`config.mk`:
```
export PLATFORM = sky130hd
export DESIGN_NAME = rffc_flow_ctrl
export DESIGN_NICKNAME = d
export VERILOG_FILES = /design/src/logic/rffc_pkg.sv /design/src/logic/rffc_flow_ctrl.sv /design/src/logic/rffc_jam_timer.sv /design/src/logic/rffc_pause_queue.sv
export SDC_FILE = /design/constraint.sdc
export NUM_CORES = 1
export LEC_CHECK = 0
export BUFFER_PORTS_ARGS = -buffer_cell sky130_fd_sc_hd__buf_2
export CAP_MARGIN = 40
export CORE_ASPECT_RATIO = 1.75
export CORE_MARGIN = 1
export CORE_UTILIZATION = 55
export DETAILED_ROUTE_END_ITERATION = 10
export HOLD_SLACK_MARGIN = 0.02
export PLACE_DENSITY = 0.79
export SLEW_MARGIN = 20
export SYNTH_ARGS = -nofsm -noshare
export SYNTH_HDL_FRONTEND = slang
export SYNTH_HIERARCHICAL = 1
export SYNTH_SLANG_ARGS = --single-unit
```
`constraint.sdc`:
```
create_clock -name clock -period 11.3 [get_ports clock]
set_input_delay 0 -clock clock [delete_from_list [all_inputs] [get_ports clock]]
set_output_delay 0 -clock clock [all_outputs]
set_load 0.03 [all_outputs]
```
`src/logic/rffc_pkg.sv`:
```
// Shared constants and types for receive FIFO flow control.
// Assumes a 25 MHz system clock and a byte-count FIFO level.
package rffc_pkg;
  localparam int CLK_MHZ = 25;
  localparam int LEVEL_W = 14;
  localparam int JAM_CNT_W = 14;
  localparam int THR_SHIFT = 6;

  // Register byte offsets
  localparam logic [7:0] OFS_CFG = 8'h00;
  localparam logic [7:0] OFS_PAUSE = 8'h04;
  localparam logic [7:0] OFS_STATUS = 8'h08;

  // Configuration fields
  localparam int CFG_ANY = 0;
  localparam int CFG_OWN = 1;
  localparam int CFG_BRD = 2;
  localparam int CFG_MULT = 3;
  localparam int CFG_JAM_LSB = 4;
  localparam int CFG_LO_LSB = 8;
  localparam int CFG_HI_LSB = 16;
  localparam logic [31:0] CFG_MASK = 32'h00FF_FFFF;
  localparam logic [31:0] CFG_RESET = 32'h0000_0000;
  localparam logic [15:0] PAUSE_RESET = 16'h0000;

  // Status fields
  localparam int ST_JAM = 0;
  localparam int ST_SENT = 1;
  localparam int ST_PEND = 2;
  localparam int ST_FULL = 3;
  localparam int ST_FAST = 4;
  localparam int ST_TXEN = 5;
  localparam int ST_LEVEL_LSB = 16;

  localparam logic [1:0] RESP_OKAY = 2'h0;
  localparam logic [1:0] RESP_SLVERR = 2'h2;

  // Jam lengths in ns
  localparam int JAM0_NS = 5000;
  localparam int JAM1_NS = 10000;
  localparam int JAM2_NS = 15000;
  localparam int JAM3_NS = 25000;
  localparam int JAM_STEP_NS = 50000;
  localparam int JAM_SLOW_NS = 2200;

  function automatic int cycUp(input int ns);
    return (ns * CLK_MHZ + 999) / 1000;
  endfunction

  localparam int JAM0_CYC = cycUp(JAM0_NS);
  localparam int JAM1_CYC = cycUp(JAM1_NS);
  localparam int JAM2_CYC = cycUp(JAM2_NS);
  localparam int JAM3_CYC = cycUp(JAM3_NS);
  localparam int JAM_STEP_CYC = cycUp(JAM_STEP_NS);
  localparam int JAM_SLOW_CYC = cycUp(JAM_SLOW_NS);

  typedef struct packed {
    logic preamble;
    logic addrValid;
    logic multicast;
    logic broadcast;
    logic ownAddr;
  } rffc_rx_t;

  typedef struct packed {
    logic valid;
    logic [15:0] pauseTime;
  } rffc_pause_t;
endpackage
```
`src/logic/rffc_flow_ctrl.sv`:
```
// Receive FIFO flow control with an AXI4-Lite register slave.
// Assumes MAC receive events and FIFO level on the same clock.
//
// Chosen here: the register addresses and register access over AXI4-Lite.
`timescale 1ns/1ps
module rffc_flow_ctrl #(
  parameter int JAM_STEP_CYC = rffc_pkg::JAM_STEP_CYC
) (
  input wire logic clock,
  input wire logic reset,
  input wire logic s_axi_awvalid,
  output logic s_axi_awready,
  input wire logic [7:0] s_axi_awaddr,
  input wire logic s_axi_wvalid,
  output logic s_axi_wready,
  input wire logic [31:0] s_axi_wdata,
  input wire logic [3:0] s_axi_wstrb,
  output logic s_axi_bvalid,
  input wire logic s_axi_bready,
  output logic [1:0] s_axi_bresp,
  input wire logic s_axi_arvalid,
  output logic s_axi_arready,
  input wire logic [7:0] s_axi_araddr,
  output logic s_axi_rvalid,
  input wire logic s_axi_rready,
  output logic [31:0] s_axi_rdata,
  output logic [1:0] s_axi_rresp,
  input wire logic [rffc_pkg::LEVEL_W-1:0] fifoLevel,
  input rffc_pkg::rffc_rx_t rxEvent,
  input wire logic fullDuplex,
  input wire logic speed100,
  input wire logic txEnable,
  input wire logic pauseAck,
  output rffc_pkg::rffc_pause_t pauseReq,
  output logic jamAssert
);
  localparam int LW = rffc_pkg::LEVEL_W;

  typedef struct packed {
    logic awDone;
    logic wDone;
    logic [7:0] awAddr;
    logic [31:0] wData;
    logic [3:0] wStrb;
    logic bValid;
    logic [1:0] bResp;
    logic rValid;
    logic [1:0] rResp;
    logic [31:0] rData;
    logic [31:0] cfg;
    logic [15:0] pauseTime;
    logic pauseSent;
  } rffc_main_t;

  localparam rffc_main_t ST_RESET = '{
    awDone: 1'b0,
    wDone: 1'b0,
    awAddr: 8'h00,
    wData: 32'h0000_0000,
    wStrb: 4'h0,
    bValid: 1'b0,
    bResp: rffc_pkg::RESP_OKAY,
    rValid: 1'b0,
    rResp: rffc_pkg::RESP_OKAY,
    rData: 32'h0000_0000,
    cfg: rffc_pkg::CFG_RESET,
    pauseTime: rffc_pkg::PAUSE_RESET,
    pauseSent: 1'b0
  };

  rffc_main_t st_ff;
  rffc_main_t nxt_st;

  logic anyTrig;
  logic multTrig;
  logic brdTrig;
  logic ownTrig;
  logic [7:0] hiThr;
  logic [7:0] loThr;
  logic [3:0] jamCode;
  logic highReached;
  logic belowLow;
  logic addrMatch;
  logic jamStart;
  logic push;
  logic [15:0] pushTime;
  logic jamActive;
  logic pausePending;
  logic [31:0] status;

  function automatic logic [LW-1:0] thrBytes(input logic [7:0] thr);
    return LW'({thr, 6'h00});
  endfunction

  function automatic logic [31:0] mergeStrb(input logic [31:0] old,
                                            input logic [31:0] wd,
                                            input logic [3:0] be);
    logic [31:0] r;
    r = old;
    for (int i = 0; i < 4; i++) begin
      if (be[i]) begin
        r[i*8 +: 8] = wd[i*8 +: 8];
      end
    end
    return r;
  endfunction

  assign anyTrig = st_ff.cfg[rffc_pkg::CFG_ANY];
  assign multTrig = st_ff.cfg[rffc_pkg::CFG_MULT];
  assign brdTrig = st_ff.cfg[rffc_pkg::CFG_BRD];
  assign ownTrig = st_ff.cfg[rffc_pkg::CFG_OWN];
  assign hiThr = st_ff.cfg[rffc_pkg::CFG_HI_LSB +: 8];
  assign loThr = st_ff.cfg[rffc_pkg::CFG_LO_LSB +: 8];
  assign jamCode = st_ff.cfg[rffc_pkg::CFG_JAM_LSB +: 4];

  // Level compares
  assign highReached = fifoLevel >= thrBytes(hiThr);
  assign belowLow = fifoLevel < thrBytes(loThr);

  // Per-type match, ignored in any-frame mode
  assign addrMatch = (multTrig && rxEvent.multicast) ||
                     (brdTrig && rxEvent.broadcast) ||
                     (ownTrig && rxEvent.ownAddr);

  always_comb begin
    status = 32'h0000_0000;
    status[rffc_pkg::ST_JAM] = jamActive;
    status[rffc_pkg::ST_SENT] = st_ff.pauseSent;
    status[rffc_pkg::ST_PEND] = pausePending;
    status[rffc_pkg::ST_FULL] = fullDuplex;
    status[rffc_pkg::ST_FAST] = speed100;
    status[rffc_pkg::ST_TXEN] = txEnable;
    status[rffc_pkg::ST_LEVEL_LSB +: LW] = fifoLevel;
  end

  always_comb begin
    nxt_st = st_ff;
    jamStart = 1'b0;
    push = 1'b0;
    pushTime = 16'h0000;

    // Half duplex back pressure
    if (!fullDuplex && txEnable && highReached) begin
      if (anyTrig) begin
        jamStart = rxEvent.preamble;
      end else begin
        jamStart = rxEvent.addrValid && addrMatch;
      end
    end

    // Full duplex pause frames
    if (fullDuplex && txEnable && anyTrig) begin
      if (!st_ff.pauseSent && highReached) begin
        push = 1'b1;
        pushTime = st_ff.pauseTime;
        nxt_st.pauseSent = 1'b1;
      end else if (st_ff.pauseSent && belowLow) begin
        push = 1'b1;
        pushTime = 16'h0000;
        nxt_st.pauseSent = 1'b0;
      end
    end

    // Write channel
    if (s_axi_awvalid && s_axi_awready) begin
      nxt_st.awDone = 1'b1;
      nxt_st.awAddr = s_axi_awaddr;
    end
    if (s_axi_wvalid && s_axi_wready) begin
      nxt_st.wDone = 1'b1;
      nxt_st.wData = s_axi_wdata;
      nxt_st.wStrb = s_axi_wstrb;
    end
    if (st_ff.bValid && s_axi_bready) begin
      nxt_st.bValid = 1'b0;
    end
    if (st_ff.awDone && st_ff.wDone && !st_ff.bValid) begin
      nxt_st.awDone = 1'b0;
      nxt_st.wDone = 1'b0;
      nxt_st.bValid = 1'b1;
      nxt_st.bResp = rffc_pkg::RESP_OKAY;
      case ({st_ff.awAddr[7:2], 2'b00})
        rffc_pkg::OFS_CFG: begin
          nxt_st.cfg = mergeStrb(st_ff.cfg, st_ff.wData, st_ff.wStrb) &
                       rffc_pkg::CFG_MASK;
        end
        rffc_pkg::OFS_PAUSE: begin
          nxt_st.pauseTime = 16'(mergeStrb({16'h0000, st_ff.pauseTime},
                                           st_ff.wData, st_ff.wStrb));
        end
        rffc_pkg::OFS_STATUS: begin
          nxt_st.bResp = rffc_pkg::RESP_OKAY;
        end
        default: begin
          nxt_st.bResp = rffc_pkg::RESP_SLVERR;
        end
      endcase
    end

    // Read channel
    if (st_ff.rValid && s_axi_rready) begin
      nxt_st.rValid = 1'b0;
    end
    if (s_axi_arvalid && s_axi_arready) begin
      nxt_st.rValid = 1'b1;
      nxt_st.rResp = rffc_pkg::RESP_OKAY;
      case ({s_axi_araddr[7:2], 2'b00})
        rffc_pkg::OFS_CFG: begin
          nxt_st.rData = st_ff.cfg;
        end
        rffc_pkg::OFS_PAUSE: begin
          nxt_st.rData = {16'h0000, st_ff.pauseTime};
        end
        rffc_pkg::OFS_STATUS: begin
          nxt_st.rData = status;
        end
        default: begin
          nxt_st.rData = 32'h0000_0000;
          nxt_st.rResp = rffc_pkg::RESP_SLVERR;
        end
      endcase
    end
  end

  always_ff @(posedge clock) begin
    if (reset) begin
      st_ff <= ST_RESET;
    end else begin
      st_ff <= nxt_st;
    end
  end

  assign s_axi_awready = !st_ff.awDone && !st_ff.bValid;
  assign s_axi_wready = !st_ff.wDone && !st_ff.bValid;
  assign s_axi_bvalid = st_ff.bValid;
  assign s_axi_bresp = st_ff.bResp;
  assign s_axi_arready = !st_ff.rValid;
  assign s_axi_rvalid = st_ff.rValid;
  assign s_axi_rdata = st_ff.rData;
  assign s_axi_rresp = st_ff.rResp;

  rffc_jam_timer #(
    .STEP_CYC(JAM_STEP_CYC)
  ) jamTimer (
    .clock(clock),
    .reset(reset),
    .start(jamStart),
    .code(jamCode),
    .speed100(speed100),
    .txEnable(txEnable),
    .active(jamActive)
  );

  rffc_pause_queue pauseQueue (
    .clock(clock),
    .reset(reset),
    .push(push),
    .pushTime(pushTime),
    .txEnable(txEnable),
    .pauseAck(pauseAck),
    .pauseReq(pauseReq),
    .pending(pausePending)
  );

  assign jamAssert = jamActive;

  any_preamble_a: assert property (@(posedge clock) disable iff (reset)
    !fullDuplex && txEnable && anyTrig && highReached &&
      rxEvent.preamble && !jamActive |=> jamActive)
    else $error("Preamble at high level did not jam");
  any_override_a: assert property (@(posedge clock) disable iff (reset)
    anyTrig && !rxEvent.preamble |-> !jamStart)
    else $error("Type selection acted in any-frame mode");
  high_pause_a: assert property (@(posedge clock) disable iff (reset)
    fullDuplex && txEnable && anyTrig && highReached &&
      !st_ff.pauseSent |=> pausePending && st_ff.pauseSent &&
      pauseReq.pauseTime == $past(st_ff.pauseTime))
    else $error("High level did not queue pause");
  fd_needs_any_a: assert property (@(posedge clock) disable iff (reset)
    fullDuplex && !anyTrig |-> !push && !jamStart)
    else $error("Full-duplex flow control without any-frame");
  single_pause_a: assert property (@(posedge clock) disable iff (reset)
    push && !st_ff.pauseSent |=> st_ff.pauseSent && (!push || belowLow))
    else $error("Extra pause frame queued");
  zero_pause_a: assert property (@(posedge clock) disable iff (reset)
    push && pushTime == 16'h0000 && st_ff.pauseTime != 16'h0000 |->
      st_ff.pauseSent && belowLow)
    else $error("Zero pause without earlier pause");
  tx_off_a: assert property (@(posedge clock) disable iff (reset)
    !txEnable |-> !pauseReq.valid && !push && !jamStart)
    else $error("Pause offered with transmitter off");
  tx_off_jam_a: assert property (@(posedge clock) disable iff (reset)
    !txEnable |=> !jamAssert)
    else $error("Back pressure with transmitter off");
  thr_units_a: assert property (@(posedge clock) disable iff (reset)
    highReached == (fifoLevel[LW-1:rffc_pkg::THR_SHIFT] >= hiThr) &&
      belowLow == (fifoLevel[LW-1:rffc_pkg::THR_SHIFT] < loThr))
    else $error("Threshold not in 64-byte units");
endmodule

```
`src/logic/rffc_jam_timer.sv`:
```
// Back-pressure jam timer.
// Assumes start is a one-cycle pulse on the system clock.
`timescale 1ns/1ps
module rffc_jam_timer #(
  parameter int STEP_CYC = rffc_pkg::JAM_STEP_CYC
) (
  input wire logic clock,
  input wire logic reset,
  input wire logic start,
  input wire logic [3:0] code,
  input wire logic speed100,
  input wire logic txEnable,
  output logic active
);
  localparam int CW = rffc_pkg::JAM_CNT_W;

  typedef struct packed {
    logic active;
    logic [CW-1:0] count;
  } rffc_jam_t;

  rffc_jam_t st_ff;
  rffc_jam_t nxt_st;
  logic [CW-1:0] loadCyc;

  function automatic logic [CW-1:0] jamCycles(input logic [3:0] c,
                                              input logic fast);
    int n;
    n = 0;
    case (c)
      4'h0: n = rffc_pkg::JAM0_CYC;
      4'h1: n = rffc_pkg::JAM1_CYC;
      4'h2: n = rffc_pkg::JAM2_CYC;
      4'h3: n = rffc_pkg::JAM3_CYC;
      default: n = STEP_CYC * (int'(c) - 3);
    endcase
    if (!fast) begin
      n = n + rffc_pkg::JAM_SLOW_CYC;
    end
    return CW'(n);
  endfunction

  always_comb begin
    nxt_st = st_ff;
    loadCyc = jamCycles(code, speed100);
    if (!txEnable) begin
      nxt_st.active = 1'b0;
      nxt_st.count = '0;
    end else if (st_ff.active) begin
      if (st_ff.count == '0) begin
        nxt_st.active = 1'b0;
      end else begin
        nxt_st.count = st_ff.count - 1'b1;
      end
    end else if (start) begin
      nxt_st.active = 1'b1;
      nxt_st.count = loadCyc - 1'b1;
    end
  end

  always_ff @(posedge clock) begin
    if (reset) begin
      st_ff <= '0;
    end else begin
      st_ff <= nxt_st;
    end
  end

  assign active = st_ff.active;

  jam_load_a: assert property (@(posedge clock) disable iff (reset)
    start && !active && txEnable |=>
      active && st_ff.count == $past(loadCyc) - 1'b1)
    else $error("Jam count not loaded from table");
  jam_hold_a: assert property (@(posedge clock) disable iff (reset)
    active && st_ff.count != '0 && txEnable |=> active)
    else $error("Jam ended early");
  slow_len_a: assert property (@(posedge clock) disable iff (reset)
    start && !active && txEnable && !speed100 && code == 4'h0 |=>
      st_ff.count == CW'(rffc_pkg::JAM0_CYC + rffc_pkg::JAM_SLOW_CYC - 1))
    else $error("Slow jam not fast length plus margin");
endmodule

```
`src/logic/rffc_pause_queue.sv`:
```
// Holds one pause request until the MAC transmitter takes it.
// Assumes the MAC raises pauseAck at its next transmit window.
`timescale 1ns/1ps
module rffc_pause_queue (
  input wire logic clock,
  input wire logic reset,
  input wire logic push,
  input wire logic [15:0] pushTime,
  input wire logic txEnable,
  input wire logic pauseAck,
  output rffc_pkg::rffc_pause_t pauseReq,
  output logic pending
);
  typedef struct packed {
    logic pending;
    logic [15:0] pauseTime;
  } rffc_pq_t;

  rffc_pq_t st_ff;
  rffc_pq_t nxt_st;

  always_comb begin
    nxt_st = st_ff;
    if (pauseReq.valid && pauseAck) begin
      nxt_st.pending = 1'b0;
    end
    if (push) begin
      nxt_st.pending = 1'b1;
      nxt_st.pauseTime = pushTime;
    end
  end

  always_ff @(posedge clock) begin
    if (reset) begin
      st_ff <= '0;
    end else begin
      st_ff <= nxt_st;
    end
  end

  assign pauseReq.valid = st_ff.pending && txEnable;
  assign pauseReq.pauseTime = st_ff.pauseTime;
  assign pending = st_ff.pending;

  pause_hold_a: assert property (@(posedge clock) disable iff (reset)
    pauseReq.valid && !pauseAck |=> pending &&
      ($past(push) || pauseReq.pauseTime == $past(pauseReq.pauseTime)))
    else $error("Pause request dropped before taken");
endmodule

```
-- Word level (Yosys, flattened, before mapping)
Cells that the tools add are included.
- output and inout bits: 59
- register bits: 148
- input bits: 82
- logic and storage cells: 109
- bitwise operators: 1
- equal/unequal tests: 8
- magnitude comparators: 2
- reductions and logical operators: 49
- multiply operators: 1
- $add $sub $neg: 4
- mux-type cells: 24
- operators with widths (kind ; number):
    30-bit one-hot mux with 3 select lines ; 1
    14-bit one-hot mux with 4 select lines ; 1
    35-bit 2-to-1 mux ; 1
    16-bit 2-to-1 mux ; 2
    15-bit 2-to-1 mux ; 2
    14-bit 2-to-1 mux ; 2
    14-bit by 1-bit subtractor with 14-bit output (second input constant) ; 2
    1-bit logical AND ; 21
    17-bit 2-to-1 mux ; 1
    3-bit AND reduction ; 5
    14-bit by 7-bit adder with 14-bit output (second input constant) ; 1
    14-bit greater-or-equal comparator ; 1
    14-bit zero test ; 1
    14-bit less-than comparator ; 1
    11-bit by 5-bit multiplier with 13-bit output (first input constant) ; 1
    6-bit by 1-bit == test with 1-bit output (second input constant) ; 2
    6-bit by 2-bit == test with 1-bit output (second input constant) ; 2
    6-bit zero test ; 2
    1-bit 2-to-1 mux ; 11
    2-bit nonzero test ; 5
    4-bit by 2-bit == test with 1-bit output (second input constant) ; 2
    1-bit zero test ; 6
    3-bit OR reduction ; 2
    4-bit by 2-bit subtractor with 5-bit output (second input constant) ; 1
    other kinds (9) ; 13

-- Logic depth before layout (Yosys ltp)
- depth after elaboration: 8
- depth in mapped cells: 22
- depth with buffers taken out: 19

-- Cells and area by module
The synthesis kept the hierarchy.
- modules (own cells, without submodules) (module ; cells an instance ; area each (um^2) ; sequential area each (um^2) ; instances):
    rffc_flow_ctrl ; 608 ; 4953.5 ; 2202.1 ; 1
    rffc_jam_timer ; 302 ; 2377.3 ; 300.3 ; 1
    rffc_pause_queue ; 57 ; 623.1 ; 340.3 ; 1

-- Worst setup path after synthesis
Ideal clock, no wire load.
- path kind: flip-flop to flip-flop
- start point: register st_ff (netlist bit jamCode[3])
- end point: register jamTimer/st_ff[13] in the netlist's numbering
- data required time: 11.174 ns
- stages on the path, launching flop included: 22
- library setup time: 0.126 ns
- path buffers: 3
- arrival time: 4.907 ns
- slack: 6.267 ns
- clock period less this slack: 5.033 ns
- cell sequence: dfxtp_1 -> buf_6 -> or2_1 -> buf_6 -> clkbuf_1 -> nor2_1 -> inv_1 -> fa_1 -> inv_1 -> fa_1 -> inv_1 -> fa_1 -> fa_1 -> xnor2_1 -> mux2_2 -> inv_1 -> nor4_1 -> nand3_1 -> xor2_1 -> nand4b_1 -> xor2_1 -> o22ai_2
- cells in the longest elaborated chain, start to end: 8
- elaborated cells on any way between the ends: 12
- classes of those cells: 3 x add/sub; 1 x mul; 3 x eq/ne; 4 x mux; 1 x reduce/logical
- RTL lines (item ; line ; source):
    start: declaration ; rffc_flow_ctrl.sv:71 ; rffc_main_t st_ff;
    start signal: assignment ; rffc_flow_ctrl.sv:229 ; st_ff <= nxt_st;
    4-bit by 2-bit subtractor with 5-bit output ; rffc_jam_timer.sv:35 ; default: n = STEP_CYC * (int'(c) - 3);
    11-bit by 5-bit multiplier with 13-bit output ; rffc_jam_timer.sv:35 ;
    14-bit one-hot mux with 4 select lines (*) ; rffc_jam_timer.sv:30 ; case (c)
    14-bit by 7-bit adder with 14-bit output ; rffc_jam_timer.sv:38 ; n = n + rffc_pkg::JAM_SLOW_CYC;
    14-bit 2-to-1 mux (*) ; rffc_jam_timer.sv:37 ; if (!fast) begin
    14-bit by 1-bit subtractor with 14-bit output (*) ; rffc_jam_timer.sv:57 ; nxt_st.count = loadCyc - 1'b1;
    15-bit 2-to-1 mux (*) ; rffc_jam_timer.sv:55 ; end else if (start) begin
    15-bit 2-to-1 mux (*) ; rffc_jam_timer.sv:49 ; end else if (st_ff.active) begin
    end signal: assignment ; rffc_jam_timer.sv:65 ; st_ff <= nxt_st;
    end: declaration ; rffc_jam_timer.sv:22 ; rffc_jam_t st_ff;
Mark *: on every way between the ends. The rest lies on a longest branch, timed or not. The select of a mux whose other input is x is not followed.
A chain may end at the register's enable or synchronous reset.

-- Worst setup path in the final report
- start point: register st_ff (netlist bit jamCode[2])
- end point: register jamTimer/st_ff[13] in the netlist's numbering
Same word-level chain as after synthesis.

==> reports/qor.yml <==
run_status:
  status: "finished, final reports clean"
min_path:
  whs_path_depth: 4
  whs_endpoint: "s_axi_rresp[1]"
  min_from: "s_axi_arvalid"
  hold_path_class: "primary input to flop"
clocking:
  h-tree-depth: 4
  path_clk_slew_ps: 60
  ctsLongestPathBuffers: 2
  tritoncts: "built"
  clock-sinks: 142
  clock_latency_ps: 420
  cts-buffers-inserted: 17
  cts_resized: 0
  cts_root_buf: "clkbuf_16"
route:
  via_per_inst: 5.73
  drc: 0
  ant_nets: 0
  num_vias: 7386
  dr.pass1.iters: 5
  wirelength_um: 21400
  post_drt_wl_per_cell_um: 16.6
  drt_iter0_drc: 399
yosys:
  synth_common_cells: "nand2_1, dfxtp_1, a21oi_1"
  yosys.area.top_type: "dfxtp_1"
  synth_top_cells_by_area: "dfxtp_1, nand2_1, ha_1"
  ys_seq_area_share_pct: 35.7
  syn-cell-area_um2: 7950
  synth_edf_count: 0
  synth_top_area_share_pct: 35.7
  yosysWarningCount: 6
  yosysUniqueCellTypes: 77
  synth_most_common_cell: "nand2_1"
  syn_inst: 967
  synth_ff_type: "dfxtp_1"
  synth_seq_cells: 142
  async_flop_share_pct: 0
  avgSynthCellArea_um2: 8.23
sta:
  relSlewSlack_pct: 45.1
  fmax_mhz: 180
  slew_violations: 0
  hold_viol_final: 0
  setup_viol: 0
  tightest_slew_ps: 823
  post-route-period-util_pct: 49.2
  min_period_ps: 5560
  fin_worst_skew_ps: 8.86
  rsz0062_at_grt: "no"
  hold_ws_ps: 47.4
  timing.setup.tns_ps: 0
die:
  die_w_um: 92.9
  die-area_um2: 15000
  fp.dieH_um: 161
  initial_core_util_pct: 56.9
  core_um2: 14000
  io_pins: 141
  row_count: 57
layout:
  stdcell_count: 1288
  drive_above_1_share_pct: 18.1
  nets: 1228
  area_delta_synth_final_pct: 20.6
  diodes: 0
  fin_util_pct: 68.6
global_route:
  grt.total_usage_pct: 28.7
  grt_max_degree: 66
  grt_pass1_wl_um: 33600
  antenna_found_initial: 0
  gr-total-overflow: 0
  grt_pass1_vias: 7203
setup_path:
  worst_setup_path_start_kind: "flop"
  reg2reg_to: "jamTimer/st_ff[13]"
  arrival_ps: 5840
  reg2reg_slack_ps: 5740
  timing_worst_setup_path_type: "flop to flop"
  crit_path_end_kind: "flop"
  rr_worst_depth: 18
  reg2reg_from: "jamCode[2]"
  path_max_fanout: 14
  cp.required_ps: 11580
placement:
  dp_hpwl_um: 14900
  io_buffers: 123
  place_congestion: 0.865
  dp_cells: 1191
power:
  power.density_nw_per_um2: 122
  power.leakage_nw: 3.88
  vdd_drop_max_v: 0.000108
  p_total_mw: 1.17
run:
  maxCapViolations: 0
[flip-flops by register name (all words and copies together), names as in the netlist, 4 cells and up]
name                 flops
pauseQueue/pauseReq     16
s_axi_rdata             30
loThr                    8
st_ff                   52
jamTimer/st_ff          14
hiThr                    8
jamCode                  4
[cell type report]
cell class                      count  area (um2)
Tap cell                          177         221
Sequential cell                   142        2840
Multi-Input combinational cell    699        4450
Fill cell                        1152        4390
Inverter                           45         169
Clock buffer                       19         453
Clock inverter                     13         131
Timing Repair Buffer              193        1320
[report_power, final]
group / internal, mW / total, mW / leakage (nW) / switching, mW
Sequential: 0.511 / 0.519 / 1.15 / 0.00827
Clock: 0.319 / 0.549 / 0.282 / 0.230
Combinational: 0.0458 / 0.104 / 2.45 / 0.0584
Total: 0.876 / 1.17 / 3.88 / 0.296
[layer usage]
layer	share of wire [%]	routed length [um]	vias to the layer above	track usage, %
met4	5.2	1110	0	16.5
met1	36	7690	3480	28.0
met3	4.8	1030	85	5.89
li1	-	-	3550	-
met2	54	11600	271	54.1
met5	0	0	-	0
[repair_timing]
action,in CTS,in global routing
hold buffers,62,0
buffers inserted,0,0
endpoints found under the hold margin,56,0
[worst max-delay path by stage]
stage          startpoint                  to  slack (ps)  depth (start not counted)
3_3_place_gp   jamCode[2]  jamTimer/st_ff[13]        5820                         18
5_1_grt        jamCode[2]  jamTimer/st_ff[13]        5390                         18
3_5_place_dp   jamCode[2]  jamTimer/st_ff[13]        5740                         18
2_1_floorplan  jamCode[3]  jamTimer/st_ff[13]        6270                         21
4_1_cts        jamCode[2]  jamTimer/st_ff[13]        5750                         18
6_report       jamCode[2]  jamTimer/st_ff[13]        5740                         18
[through the flow]
| step | cell area, um2 | setup slack (ps) |
|---|---|---|
| final | 9590 | 5740 |
| after global routing | 9590 | 5390 |
| after CTS | 9570 | 5750 |
| after detailed placement | 8360 | 5740 |
| after global placement | 8320 | 5820 |
| after floorplan | 7970 | 6270 |
[kinds of logic after synthesis]
group | share of synthesized area, %
compound gates | 17.0
xor+xnor | 2.64
fa+ha+maj | 8.12
buf+inv | 8.49
flops | 35.7
mux | 5.96
other cells | 0.0471
simple gates | 22.0
[cell usage in the layout, fill, tap and decap left out, drive strengths merged, types with 3 or more instances in the layout]
cell type    instances
nand2              175
dfxtp              142
buf                130
a21oi               92
nor2                80
dlygate4sd3         62
inv                 48
o21ai               43
ha                  42
mux2i               35
and2                23
clkbuf              20
nand3               13
xnor2               13
nor3                12
mux2                11
xor2                11
nor2b               10
nand2b              10
a22oi                9
or3                  9
o21a                 8
a32oi                8
nand4                7
a222oi               7
clkinv               7
a211oi               6
fa                   6
nor4                 6
or2                  6
o211ai               5
o22ai                5
conb                 4
or4                  4
nor3b                3
nand3b               3
and3                 3
a31oi                3
a221oi               3
a311oi               3
[worst max-delay path, cell delays in order, from the launching register on]
cell	delay (ps)
dfxtp_1	460
or2_1	480
nor2_1	360
inv_1	170
fa_1	550
inv_1	50
fa_1	480
inv_1	60
fa_1	530
fa_1	480
xnor2_1	170
mux2_2	220
inv_1	60
nor4_1	450
nand3_1	160
xor2_1	260
nand4b_1	150
xor2_1	230
o22ai_2	110
No activity file was read; power rests on OpenSTA's default activity.
